--- src/logic/dbuart_params.svh ---
`ifndef DBUART_PARAMS_SVH
`define DBUART_PARAMS_SVH

// Register byte offsets
`define DBUART_OFS_COMMAND      8'h00
`define DBUART_OFS_LINE_MODE    8'h04
`define DBUART_OFS_IRQ_ENABLE   8'h08
`define DBUART_OFS_IRQ_DISABLE  8'h0C
`define DBUART_OFS_IRQ_MASK     8'h10
`define DBUART_OFS_STATE_FLAGS  8'h14
`define DBUART_OFS_RX_HOLDING   8'h18
`define DBUART_OFS_TX_HOLDING   8'h1C
`define DBUART_OFS_BIT_RATE     8'h20
`define DBUART_OFS_CHIP_IDENT   8'h40
`define DBUART_OFS_IDENT_EXT    8'h44
`define DBUART_OFS_TEST_BLOCK   8'h48

// Command register bit positions
`define DBUART_CMD_RX_RESET     2
`define DBUART_CMD_TX_RESET     3
`define DBUART_CMD_RX_ENABLE    4
`define DBUART_CMD_RX_DISABLE   5
`define DBUART_CMD_TX_ENABLE    6
`define DBUART_CMD_TX_DISABLE   7
`define DBUART_CMD_CLEAR_ERR    8

// Line mode fields
`define DBUART_MODE_PAR_LSB     9
`define DBUART_MODE_PAR_MSB     11
`define DBUART_MODE_CHM_LSB     14
`define DBUART_MODE_CHM_MSB     15

// Status and interrupt bit positions
`define DBUART_ST_RX_READY      0
`define DBUART_ST_TX_READY      1
`define DBUART_ST_OVERRUN       5
`define DBUART_ST_FRAMING       6
`define DBUART_ST_PARITY        7
`define DBUART_ST_TX_EMPTY      9
`define DBUART_ST_CHAN_TX       30
`define DBUART_ST_CHAN_RX       31

// Identification and test port blocking
`define DBUART_CID_EXT_BIT      31
`define DBUART_FORCE_TRST_BIT   0

// Reset values and interrupt-capable status bits
`define DBUART_MODE_RESET       32'h0000_0000
`define DBUART_MASK_RESET       32'h0000_0000
`define DBUART_DIVISOR_RESET    16'h0000
`define DBUART_IRQ_BITS         32'hC000_02E3

`endif

--- src/logic/dbuart_pkg.sv ---
package dbuart_pkg;

   typedef enum logic [1:0] {
      CHM_NORMAL      = 2'b00,
      CHM_AUTO_ECHO   = 2'b01,
      CHM_LOCAL_LOOP  = 2'b10,
      CHM_REMOTE_LOOP = 2'b11
   } dbuart_channel_mode_type;

   typedef enum logic [2:0] {
      PAR_EVEN  = 3'b000,
      PAR_ODD   = 3'b001,
      PAR_SPACE = 3'b010,
      PAR_MARK  = 3'b011,
      PAR_NONE  = 3'b100
   } dbuart_parity_type;

endpackage

--- src/logic/dbuart_ctrl.sv ---
`timescale 1ns/100ps
`include "dbuart_params.svh"
// Summary of operation
// - Channel pending flags are status bits 31, 30
// - Channel flags can raise the interrupt
// - Identification registers are fixed and read-only
// - Identification word carries the documented fields
// - Extension reads zero when extension bit clear
// - Force bit holds test port reset asserted
// - Force bit is cleared by reset
// - Bit 2 resets and disables receiver immediately
// - Bit 3 resets and disables transmitter immediately
// - Bit 4 enables receiver unless bit 5 set
// - Bit 5 disables receiver after current character
// - Bit 6 enables transmitter unless bit 7 set
// - Bit 7 disables transmitter after queued characters
// - Bit 8 clears parity, framing, overrun flags
// - Parity field selects even, odd, space, mark, none
// - Channel field selects normal, echo, local, remote
// - Loopback modes route pins as described
// - Echo mode copies receive pin to transmit pin
module dbuart_ctrl #(
   parameter logic [31:0] CHIP_IDENT_VALUE = 32'h8000_0000, // Arbitrary value
   parameter logic [31:0] IDENT_EXT_VALUE  = 32'h0000_0001, // Arbitrary value
   parameter int          DIVISOR_WIDTH    = 16
) (
   // Clock, reset, enable
   input  wire logic                          hclk,
   input  wire logic                          hresetn,
   input  wire logic                          clk_en,
   // AHB-Lite slave
   input  wire logic                          hsel,
   input  wire logic [7:0]                    haddr,
   input  wire logic [1:0]                    htrans,
   input  wire logic                          hwrite,
   input  wire logic [2:0]                    hsize,
   input  wire logic [31:0]                   hwdata,
   input  wire logic                          hready,
   output logic      [31:0]                   hrdata,
   output logic                               hreadyout,
   output logic                               hresp,
   // Processor debug channel
   input  wire logic                          dbg_chan_rx_pending,
   input  wire logic                          dbg_chan_tx_pending,
   // Receiver core
   input  wire logic                          rx_busy,
   input  wire logic                          rx_char_ready,
   input  wire logic [7:0]                    rx_char,
   input  wire logic                          rx_parity_err_evt,
   input  wire logic                          rx_framing_err_evt,
   input  wire logic                          rx_overrun_err_evt,
   output logic                               rx_enable,
   output logic                               rx_core_reset,
   output logic                               rx_core_in,
   // Transmitter core
   input  wire logic                          tx_busy,
   input  wire logic                          tx_holding_full,
   input  wire logic                          tx_core_out,
   output logic                               tx_enable,
   output logic                               tx_core_reset,
   output logic      [7:0]                    tx_char,
   output logic                               tx_char_load,
   output dbuart_pkg::dbuart_parity_type      parity_type,
   output logic      [DIVISOR_WIDTH-1:0]      bit_rate_divisor,
   // Pins and system
   input  wire logic                          serial_rx_pin,
   output logic                               serial_tx_pin,
   output logic                               test_port_reset_n,
   output logic                               irq
);
   import dbuart_pkg::*;

   // Bus phase state
   logic                     wr_pend_reg;
   logic                     rd_pend_reg;
   logic [7:0]               addr_reg;
   logic [31:0]              hrdata_reg;
   logic                     hreadyout_reg;
   // Control state
   logic [31:0]              mode_reg;
   logic [31:0]              mask_reg;
   logic [DIVISOR_WIDTH-1:0] divisor_reg;
   logic                     force_trst_reg;
   logic                     rx_en_reg;
   logic                     rx_stop_reg;
   logic                     tx_en_reg;
   logic                     tx_stop_reg;
   logic                     rx_rst_reg;
   logic                     tx_rst_reg;
   logic                     par_err_reg;
   logic                     frm_err_reg;
   logic                     ovr_err_reg;
   logic [7:0]               tx_char_reg;
   logic                     tx_load_reg;
   logic                     tx_pin_reg;
   logic                     rx_in_reg;
   logic                     irq_reg;
   logic                     tport_n_reg;
   dbuart_parity_type        parity_reg;

   function automatic logic hit(input logic [7:0] a, input logic [7:0] ofs);
      return a == ofs;
   endfunction

   // Address phase and write decode
   wire        addr_phase = hsel && htrans[1] && hready;
   wire        wr_now     = wr_pend_reg;
   wire        wr_cmd     = wr_now && hit(addr_reg, `DBUART_OFS_COMMAND);
   wire        wr_mode    = wr_now && hit(addr_reg, `DBUART_OFS_LINE_MODE);
   wire        wr_ier     = wr_now && hit(addr_reg, `DBUART_OFS_IRQ_ENABLE);
   wire        wr_idr     = wr_now && hit(addr_reg, `DBUART_OFS_IRQ_DISABLE);
   wire        wr_thr     = wr_now && hit(addr_reg, `DBUART_OFS_TX_HOLDING);
   wire        wr_brg     = wr_now && hit(addr_reg, `DBUART_OFS_BIT_RATE);
   wire        wr_fnr     = wr_now && hit(addr_reg, `DBUART_OFS_TEST_BLOCK);

   // Command bits; a zero bit never qualifies
   wire        c_rx_rst   = wr_cmd && hwdata[`DBUART_CMD_RX_RESET];
   wire        c_tx_rst   = wr_cmd && hwdata[`DBUART_CMD_TX_RESET];
   wire        c_rx_dis   = wr_cmd && hwdata[`DBUART_CMD_RX_DISABLE];
   wire        c_tx_dis   = wr_cmd && hwdata[`DBUART_CMD_TX_DISABLE];
   wire        c_rx_en    = wr_cmd && hwdata[`DBUART_CMD_RX_ENABLE] && !c_rx_dis;
   wire        c_tx_en    = wr_cmd && hwdata[`DBUART_CMD_TX_ENABLE] && !c_tx_dis;
   wire        c_clr_err  = wr_cmd && hwdata[`DBUART_CMD_CLEAR_ERR];

   dbuart_channel_mode_type channel_mode;
   assign channel_mode = dbuart_channel_mode_type'(mode_reg[`DBUART_MODE_CHM_MSB:`DBUART_MODE_CHM_LSB]);
   // Decoded as written so the output leaves a flop
   wire [2:0] par_field = hwdata[`DBUART_MODE_PAR_MSB:`DBUART_MODE_PAR_LSB];
   // Top bit set means no parity whatever the low bits hold
   dbuart_parity_type parity_next;
   assign parity_next = par_field[2] ? PAR_NONE : dbuart_parity_type'(par_field);

   // Receiver stops at once when idle, otherwise after the character
   wire        rx_en_next   = c_rx_rst ? 1'b0 :
                              c_rx_en ? 1'b1 :
                              (rx_stop_reg || c_rx_dis) && !rx_busy ? 1'b0 : rx_en_reg;
   wire        rx_stop_next = !(c_rx_rst || c_rx_en) && rx_en_next &&
                              (rx_stop_reg || c_rx_dis);
   // Transmitter drains shifter and holding register first
   wire        tx_idle      = !tx_busy && !tx_holding_full;
   wire        tx_en_next   = c_tx_rst ? 1'b0 :
                              c_tx_en ? 1'b1 :
                              (tx_stop_reg || c_tx_dis) && tx_idle ? 1'b0 : tx_en_reg;
   wire        tx_stop_next = !(c_tx_rst || c_tx_en) && tx_en_next &&
                              (tx_stop_reg || c_tx_dis);

   // Sticky errors: a new event wins over a simultaneous clear
   wire        par_next = (par_err_reg && !c_clr_err) || rx_parity_err_evt;
   wire        frm_next = (frm_err_reg && !c_clr_err) || rx_framing_err_evt;
   wire        ovr_next = (ovr_err_reg && !c_clr_err) || rx_overrun_err_evt;

   // Status word, channel flags on the top two bits
   wire [31:0] status_word = {dbg_chan_rx_pending, dbg_chan_tx_pending, 20'h0_0000,
                              tx_en_reg && tx_idle, 1'b0, par_err_reg, frm_err_reg,
                              ovr_err_reg, 3'b000, tx_en_reg && !tx_holding_full,
                              rx_char_ready};
   wire [31:0] mask_next = wr_ier ? (mask_reg | (hwdata & `DBUART_IRQ_BITS)) :
                           wr_idr ? (mask_reg & ~hwdata) : mask_reg;
   // Any enabled status bit, channel flags included, drives the line
   wire        irq_next  = |(status_word & mask_reg);

   // Extension reads zero unless flagged in the ident word
   wire [31:0] ext_word  = CHIP_IDENT_VALUE[`DBUART_CID_EXT_BIT] ? IDENT_EXT_VALUE : 32'h0;

   // Read mux; write-only and reserved offsets read zero
   wire [31:0] rd_word =
      hit(addr_reg, `DBUART_OFS_LINE_MODE)   ? mode_reg :
      hit(addr_reg, `DBUART_OFS_IRQ_MASK)    ? mask_reg :
      hit(addr_reg, `DBUART_OFS_STATE_FLAGS) ? status_word :
      hit(addr_reg, `DBUART_OFS_RX_HOLDING)  ? {24'h00_0000, rx_char} :
      hit(addr_reg, `DBUART_OFS_BIT_RATE)    ? 32'(divisor_reg) :
      hit(addr_reg, `DBUART_OFS_CHIP_IDENT)  ? CHIP_IDENT_VALUE :
      hit(addr_reg, `DBUART_OFS_IDENT_EXT)   ? ext_word :
      hit(addr_reg, `DBUART_OFS_TEST_BLOCK)  ? {31'h0, force_trst_reg} : 32'h0;

   // Pin routing per channel mode
   logic tx_pin_next;
   logic rx_in_next;
   always_comb begin
      unique case (channel_mode)
         CHM_NORMAL: begin
            tx_pin_next = tx_core_out;
            rx_in_next  = serial_rx_pin;
         end
         CHM_AUTO_ECHO: begin
            tx_pin_next = serial_rx_pin;
            rx_in_next  = serial_rx_pin;
         end
         CHM_LOCAL_LOOP: begin
            tx_pin_next = 1'b1;
            rx_in_next  = tx_core_out;
         end
         CHM_REMOTE_LOOP: begin
            tx_pin_next = serial_rx_pin;
            rx_in_next  = 1'b1;
         end
      endcase
   end

   // Bus phase tracking; reads take one wait state so prior writes land
   always_ff @(posedge hclk or negedge hresetn) begin
      if (!hresetn) begin
         wr_pend_reg   <= 1'b0;
         rd_pend_reg   <= 1'b0;
         addr_reg      <= 8'h00;
         hrdata_reg    <= 32'h0000_0000;
         hreadyout_reg <= 1'b1;
      end else if (clk_en) begin
         wr_pend_reg   <= addr_phase && hwrite;
         rd_pend_reg   <= addr_phase && !hwrite;
         hreadyout_reg <= !(addr_phase && !hwrite);
         if (addr_phase) begin
            addr_reg <= {haddr[7:2], 2'b00};
         end
         if (rd_pend_reg) begin
            hrdata_reg <= rd_word;
         end
      end
   end

   // Software-written configuration
   always_ff @(posedge hclk or negedge hresetn) begin
      if (!hresetn) begin
         mode_reg       <= `DBUART_MODE_RESET;
         mask_reg       <= `DBUART_MASK_RESET;
         divisor_reg    <= `DBUART_DIVISOR_RESET;
         force_trst_reg <= 1'b0;
         tport_n_reg    <= 1'b1;
         parity_reg     <= PAR_EVEN;
         tx_char_reg    <= 8'h00;
         tx_load_reg    <= 1'b0;
      end else if (clk_en) begin
         mask_reg    <= mask_next;
         tx_load_reg <= wr_thr;
         if (wr_mode) begin
            mode_reg <= hwdata & 32'h0000_CE00;
            parity_reg <= parity_next;
         end
         if (wr_brg) begin
            divisor_reg <= hwdata[DIVISOR_WIDTH-1:0];
         end
         if (wr_fnr) begin
            force_trst_reg <= hwdata[`DBUART_FORCE_TRST_BIT];
            tport_n_reg    <= !hwdata[`DBUART_FORCE_TRST_BIT];
         end
         if (wr_thr) begin
            tx_char_reg <= hwdata[7:0];
         end
      end
   end

   // Enable, stop and error state
   always_ff @(posedge hclk or negedge hresetn) begin
      if (!hresetn) begin
         rx_en_reg   <= 1'b0;
         rx_stop_reg <= 1'b0;
         tx_en_reg   <= 1'b0;
         tx_stop_reg <= 1'b0;
         rx_rst_reg  <= 1'b0;
         tx_rst_reg  <= 1'b0;
         par_err_reg <= 1'b0;
         frm_err_reg <= 1'b0;
         ovr_err_reg <= 1'b0;
      end else if (clk_en) begin
         rx_en_reg   <= rx_en_next;
         rx_stop_reg <= rx_stop_next;
         tx_en_reg   <= tx_en_next;
         tx_stop_reg <= tx_stop_next;
         rx_rst_reg  <= c_rx_rst;
         tx_rst_reg  <= c_tx_rst;
         par_err_reg <= par_next;
         frm_err_reg <= frm_next;
         ovr_err_reg <= ovr_next;
      end
   end

   // Registered pins and interrupt line
   always_ff @(posedge hclk or negedge hresetn) begin
      if (!hresetn) begin
         tx_pin_reg <= 1'b1;
         rx_in_reg  <= 1'b1;
         irq_reg    <= 1'b0;
      end else if (clk_en) begin
         tx_pin_reg <= tx_pin_next;
         rx_in_reg  <= rx_in_next;
         irq_reg    <= irq_next;
      end
   end

   assign hrdata            = hrdata_reg;
   assign hreadyout         = hreadyout_reg;
   assign hresp             = 1'b0;
   // Remote loopback leaves the enables alone; the receiver just sees an idle line
   assign rx_enable         = rx_en_reg;
   assign tx_enable         = tx_en_reg;
   assign rx_core_reset     = rx_rst_reg;
   assign tx_core_reset     = tx_rst_reg;
   assign tx_char           = tx_char_reg;
   assign tx_char_load      = tx_load_reg;
   assign bit_rate_divisor  = divisor_reg;
   assign serial_tx_pin     = tx_pin_reg;
   assign rx_core_in        = rx_in_reg;
   assign test_port_reset_n = tport_n_reg;
   assign parity_type       = parity_reg;
   assign irq               = irq_reg;
endmodule // dbuart_ctrl

--- config.mk ---
export PLATFORM = sky130hd
export DESIGN_NAME = dbuart_ctrl
export DESIGN_NICKNAME = d
export VERILOG_FILES = /design/src/logic/dbuart_pkg.sv /design/src/logic/dbuart_ctrl.sv
export VERILOG_INCLUDE_DIRS = /design/src /design/src/logic
export SDC_FILE = /design/constraint.sdc
export NUM_CORES = 1
export LEC_CHECK = 0
export BUFFER_PORTS_ARGS = -buffer_cell sky130_fd_sc_hd__buf_2
export CORE_ASPECT_RATIO = 1.25
export CORE_MARGIN = 4
export CORE_UTILIZATION = 52
export DETAILED_ROUTE_END_ITERATION = 10
export PLACE_DENSITY = 0.83
export SLEW_MARGIN = 10
export SYNTH_ARGS = -nofsm -noshare
export SYNTH_HDL_FRONTEND = slang
export SYNTH_SLANG_ARGS = --single-unit
--- constraint.sdc ---
create_clock -name hclk -period 2.4 [get_ports hclk]
set_input_delay 0.12 -clock hclk [delete_from_list [all_inputs] [get_ports hclk]]
set_output_delay 0.12 -clock hclk [all_outputs]
set_load 0.03 [all_outputs]
==> impl_metrics.yaml <==
timing:
  worst_pin_slew_ns: 0.711
  fmax_mhz: 474
  rsz0062_at_grt: "no"
  timing_hold_violations_final: 0
  fin_ws_ns: 0.289
  clock_skew_ns: 0.00815
  holdWs_ns: 0.0183
  max-slew-margin-rel_pct: 52.6
  period_needed_ns: 2.11
  slew_violations: 0
  finalSetupTns_ns: 0
  period_share_pct: 87.9
  setup_viol: 0
place:
  dpl.hpwl_um: 9280
  placed_area_mm2: 0.00597
  place_ws_ns: 0.308
  routabilityCongestion: 0.835
  io_buffers: 132
synthesis:
  syn-cell-area_mm2: 0.00511
  synth_cell_type_count: 61
  synth_top_area_share_pct: 56.3
  synth-edff-count: 0
  yosys.area.top_type: "dfrtp_1"
  synth_fp_nets: 489
  synth_flop_cell: "dfrtp_1"
  avgSynthCellArea_um2: 12.2
  yosysWarnings: 0
  syn_inst: 419
  ys_top_cells_by_area: "dfrtp_1, mux2_2, a21boi_0, a22o_1, nand2_1"
  ys_ff_latch: 119
  async_flop_share_pct: 100
  seq_area_frac_synth_pct: 58.3
final_layout:
  drive_gt1_share_pct: 40.1
  largest_register_ffs: 32
  fin_util_pct: 72.0
  final_nets: 666
  syn2layout_area_growth_pct: 35.2
  antenna_cells: 0
  final_area_mm2: 0.00691
critical_path:
  start_kind: "flip-flop"
  worstReg2RegStart: "addr_reg[4]"
  worstSetupPathType: "reg2reg"
  cp.arrival_ns: 2.44
  r2r_slack_ns: 0.29
  worstPathMaxFanout: 14
  end_kind: "flip-flop"
  crit_path_start: "addr_reg[4]"
  critical_path_required_ns: 2.73
grt:
  grt_remaining_overflow: 0
  antenna_found_initial: 0
  grt_max_degree: 55
  grt_pass1_wl_um: 23000
  grt_pass1_vias: 4429
  track_usage_pct: 25.2
power:
  leakagePower_nw: 3.46
  p_sw_w: 0.00141
  seqPwrFrac_pct: 40.6
  p_int_w: 0.00403
  vdd_ir_drop_max_mv: 0.586
  p_per_area_mw_per_mm2: 787
  comb_power_share_pct: 13.9
  swShare_pct: 25.9
  pwr-share-clk_pct: 45.5
clock_network:
  max-clock-path-buffers: 2
  clk_latency_ns: 0.41
  h-tree-depth: 4
  cts-root-buf: "clkbuf_16"
  numClockSinks: 119
  tritoncts: "yes"
  numCtsBuffers: 17
  clk_pin_slew_ns: 0.05
floorplanning:
  pin_count: 140
  fp.dieH_um: 119
  die_x_um: 96.7
  start_util_pct: 53.2
  rows: 40
  core_mm2: 0.00961
  dieArea_mm2: 0.0115
routing:
  drt-total-wl_um: 14000
  vias_per_cell: 5.75
  drtIter0Drc: 235
  routedWlPerCell_um: 19.0
  drc_errors: 0
  dr.pass1.iters: 4
  vias: 4229
  antenna_left: 0
status:
  outcome: "complete, no violations"
hold_path:
  holdCritStartpoint: "hwdata[1]"
  hp-class: "in2reg"
flow_run:
  cap_violations: 0
==> worst paths after layout <==
check,endpoint,cells after the start
min reg2reg,hrdata[8],2
max,hrdata[9],5
max reg2reg,hrdata[9],5
min,bit_rate_divisor[1],2
min in group asynchronous,addr_reg[7],2
max in group asynchronous,rx_core_in,3
==> synthesized netlist by cell type (2+ instances only) <==
cell,count
nand4_1,3
dfstp_2,4
o31ai_1,4
a211o_1,3
o2bb2ai_1,3
buf_4,2
nand2b_1,3
a32o_1,3
nor2_1,7
nor2_2,2
and3_1,8
a21oi_1,13
a22oi_1,3
dfrtp_1,115
nand3_1,7
buf_1,2
clkbuf_1,17
inv_1,8
and2_1,2
nor4b_1,2
a32oi_1,3
a221oi_1,11
a22o_1,17
o21bai_1,2
a31oi_1,2
a211oi_1,2
buf_2,8
mux2_2,48
nand2_1,32
nor2b_1,9
o21ai_0,17
nor3_1,5
a21boi_0,24
==> worst max-delay path, stage by stage (launching register included) <==
cell and delay [ns]:
dfrtp_1 0.52, or4b_1 0.58, buf_4 0.24, a211o_1 0.28
a211o_1 0.29, a21oi_1 0.13
==> cell type report <==
cell class / count / area [um2]
Inverter: 8 / 30.0
Fill cell: 660 / 2700
Sequential cell: 119 / 2980
Multi-Input combinational cell: 261 / 1960
Tap cell: 126 / 158
Timing Repair Buffer: 189 / 1190
Clock buffer: 24 / 492
Clock inverter: 8 / 95.1
==> placed cells by master (no fill, tap or decap), types with 8 or more instances in the layout <==
master,instances
buf_2,131
dfrtp_1,115
mux2_2,48
dlygate4sd3_1,36
nand2_1,32
a21boi_0,24
buf_4,21
o21ai_0,17
a22o_1,17
clkbuf_16,17
a21oi_1,13
a221oi_1,11
nor2b_1,9
and3_1,8
inv_1,8
==> metal layers <==
layer  track usage [%]  up-vias  share of wire [%]
li1                  -     1908                  -
met1              31.8     2092                 40
met2              41.7      200                 51
met3              6.91       29                7.3
met4              9.22        0                2.3
met5                 0        -                  0
==> stage by stage <==
stage	std cells	total power, W
floorplan	419	0.00263
global placement	667	0.00292
detailed placement	667	0.00294
CTS	735	0.00547
global route	735	0.00564
finish	735	0.00544
==> power groups by stage <==
stage,Sequential [W],Clock [W],Combinational (W)
3_5_place_dp,0.00224,0,0.000698
3_3_place_gp,0.00224,0,0.000680
2_1_floorplan,0.00234,0,0.000289
4_1_cts,0.00221,0.00251,0.000749
5_1_grt,0.00222,0.00261,0.000808
6_report,0.00221,0.00248,0.000754
==> cell families (layout without fill, tap and decap cells) <==
kind of cell    count (synthesis)  in the layout  synth area share, %
compound gates                118            118                 17.2
mux                            49             49                 10.8
other cells                     1              1               0.0734
buf+inv                        39            229                 3.38
xor+xnor                        1              1                0.171
flops                         119            119                 58.3
simple gates                   92             92                 10.1
==> what timing repair did <==
item                      4_1_cts  5_1_grt
hold endpoints to repair       96        0
setup buffers                   0        0
gates resized for setup         0        0
hold buffers                   36        0
Note: power is estimated with default switching activity, not from simulation.
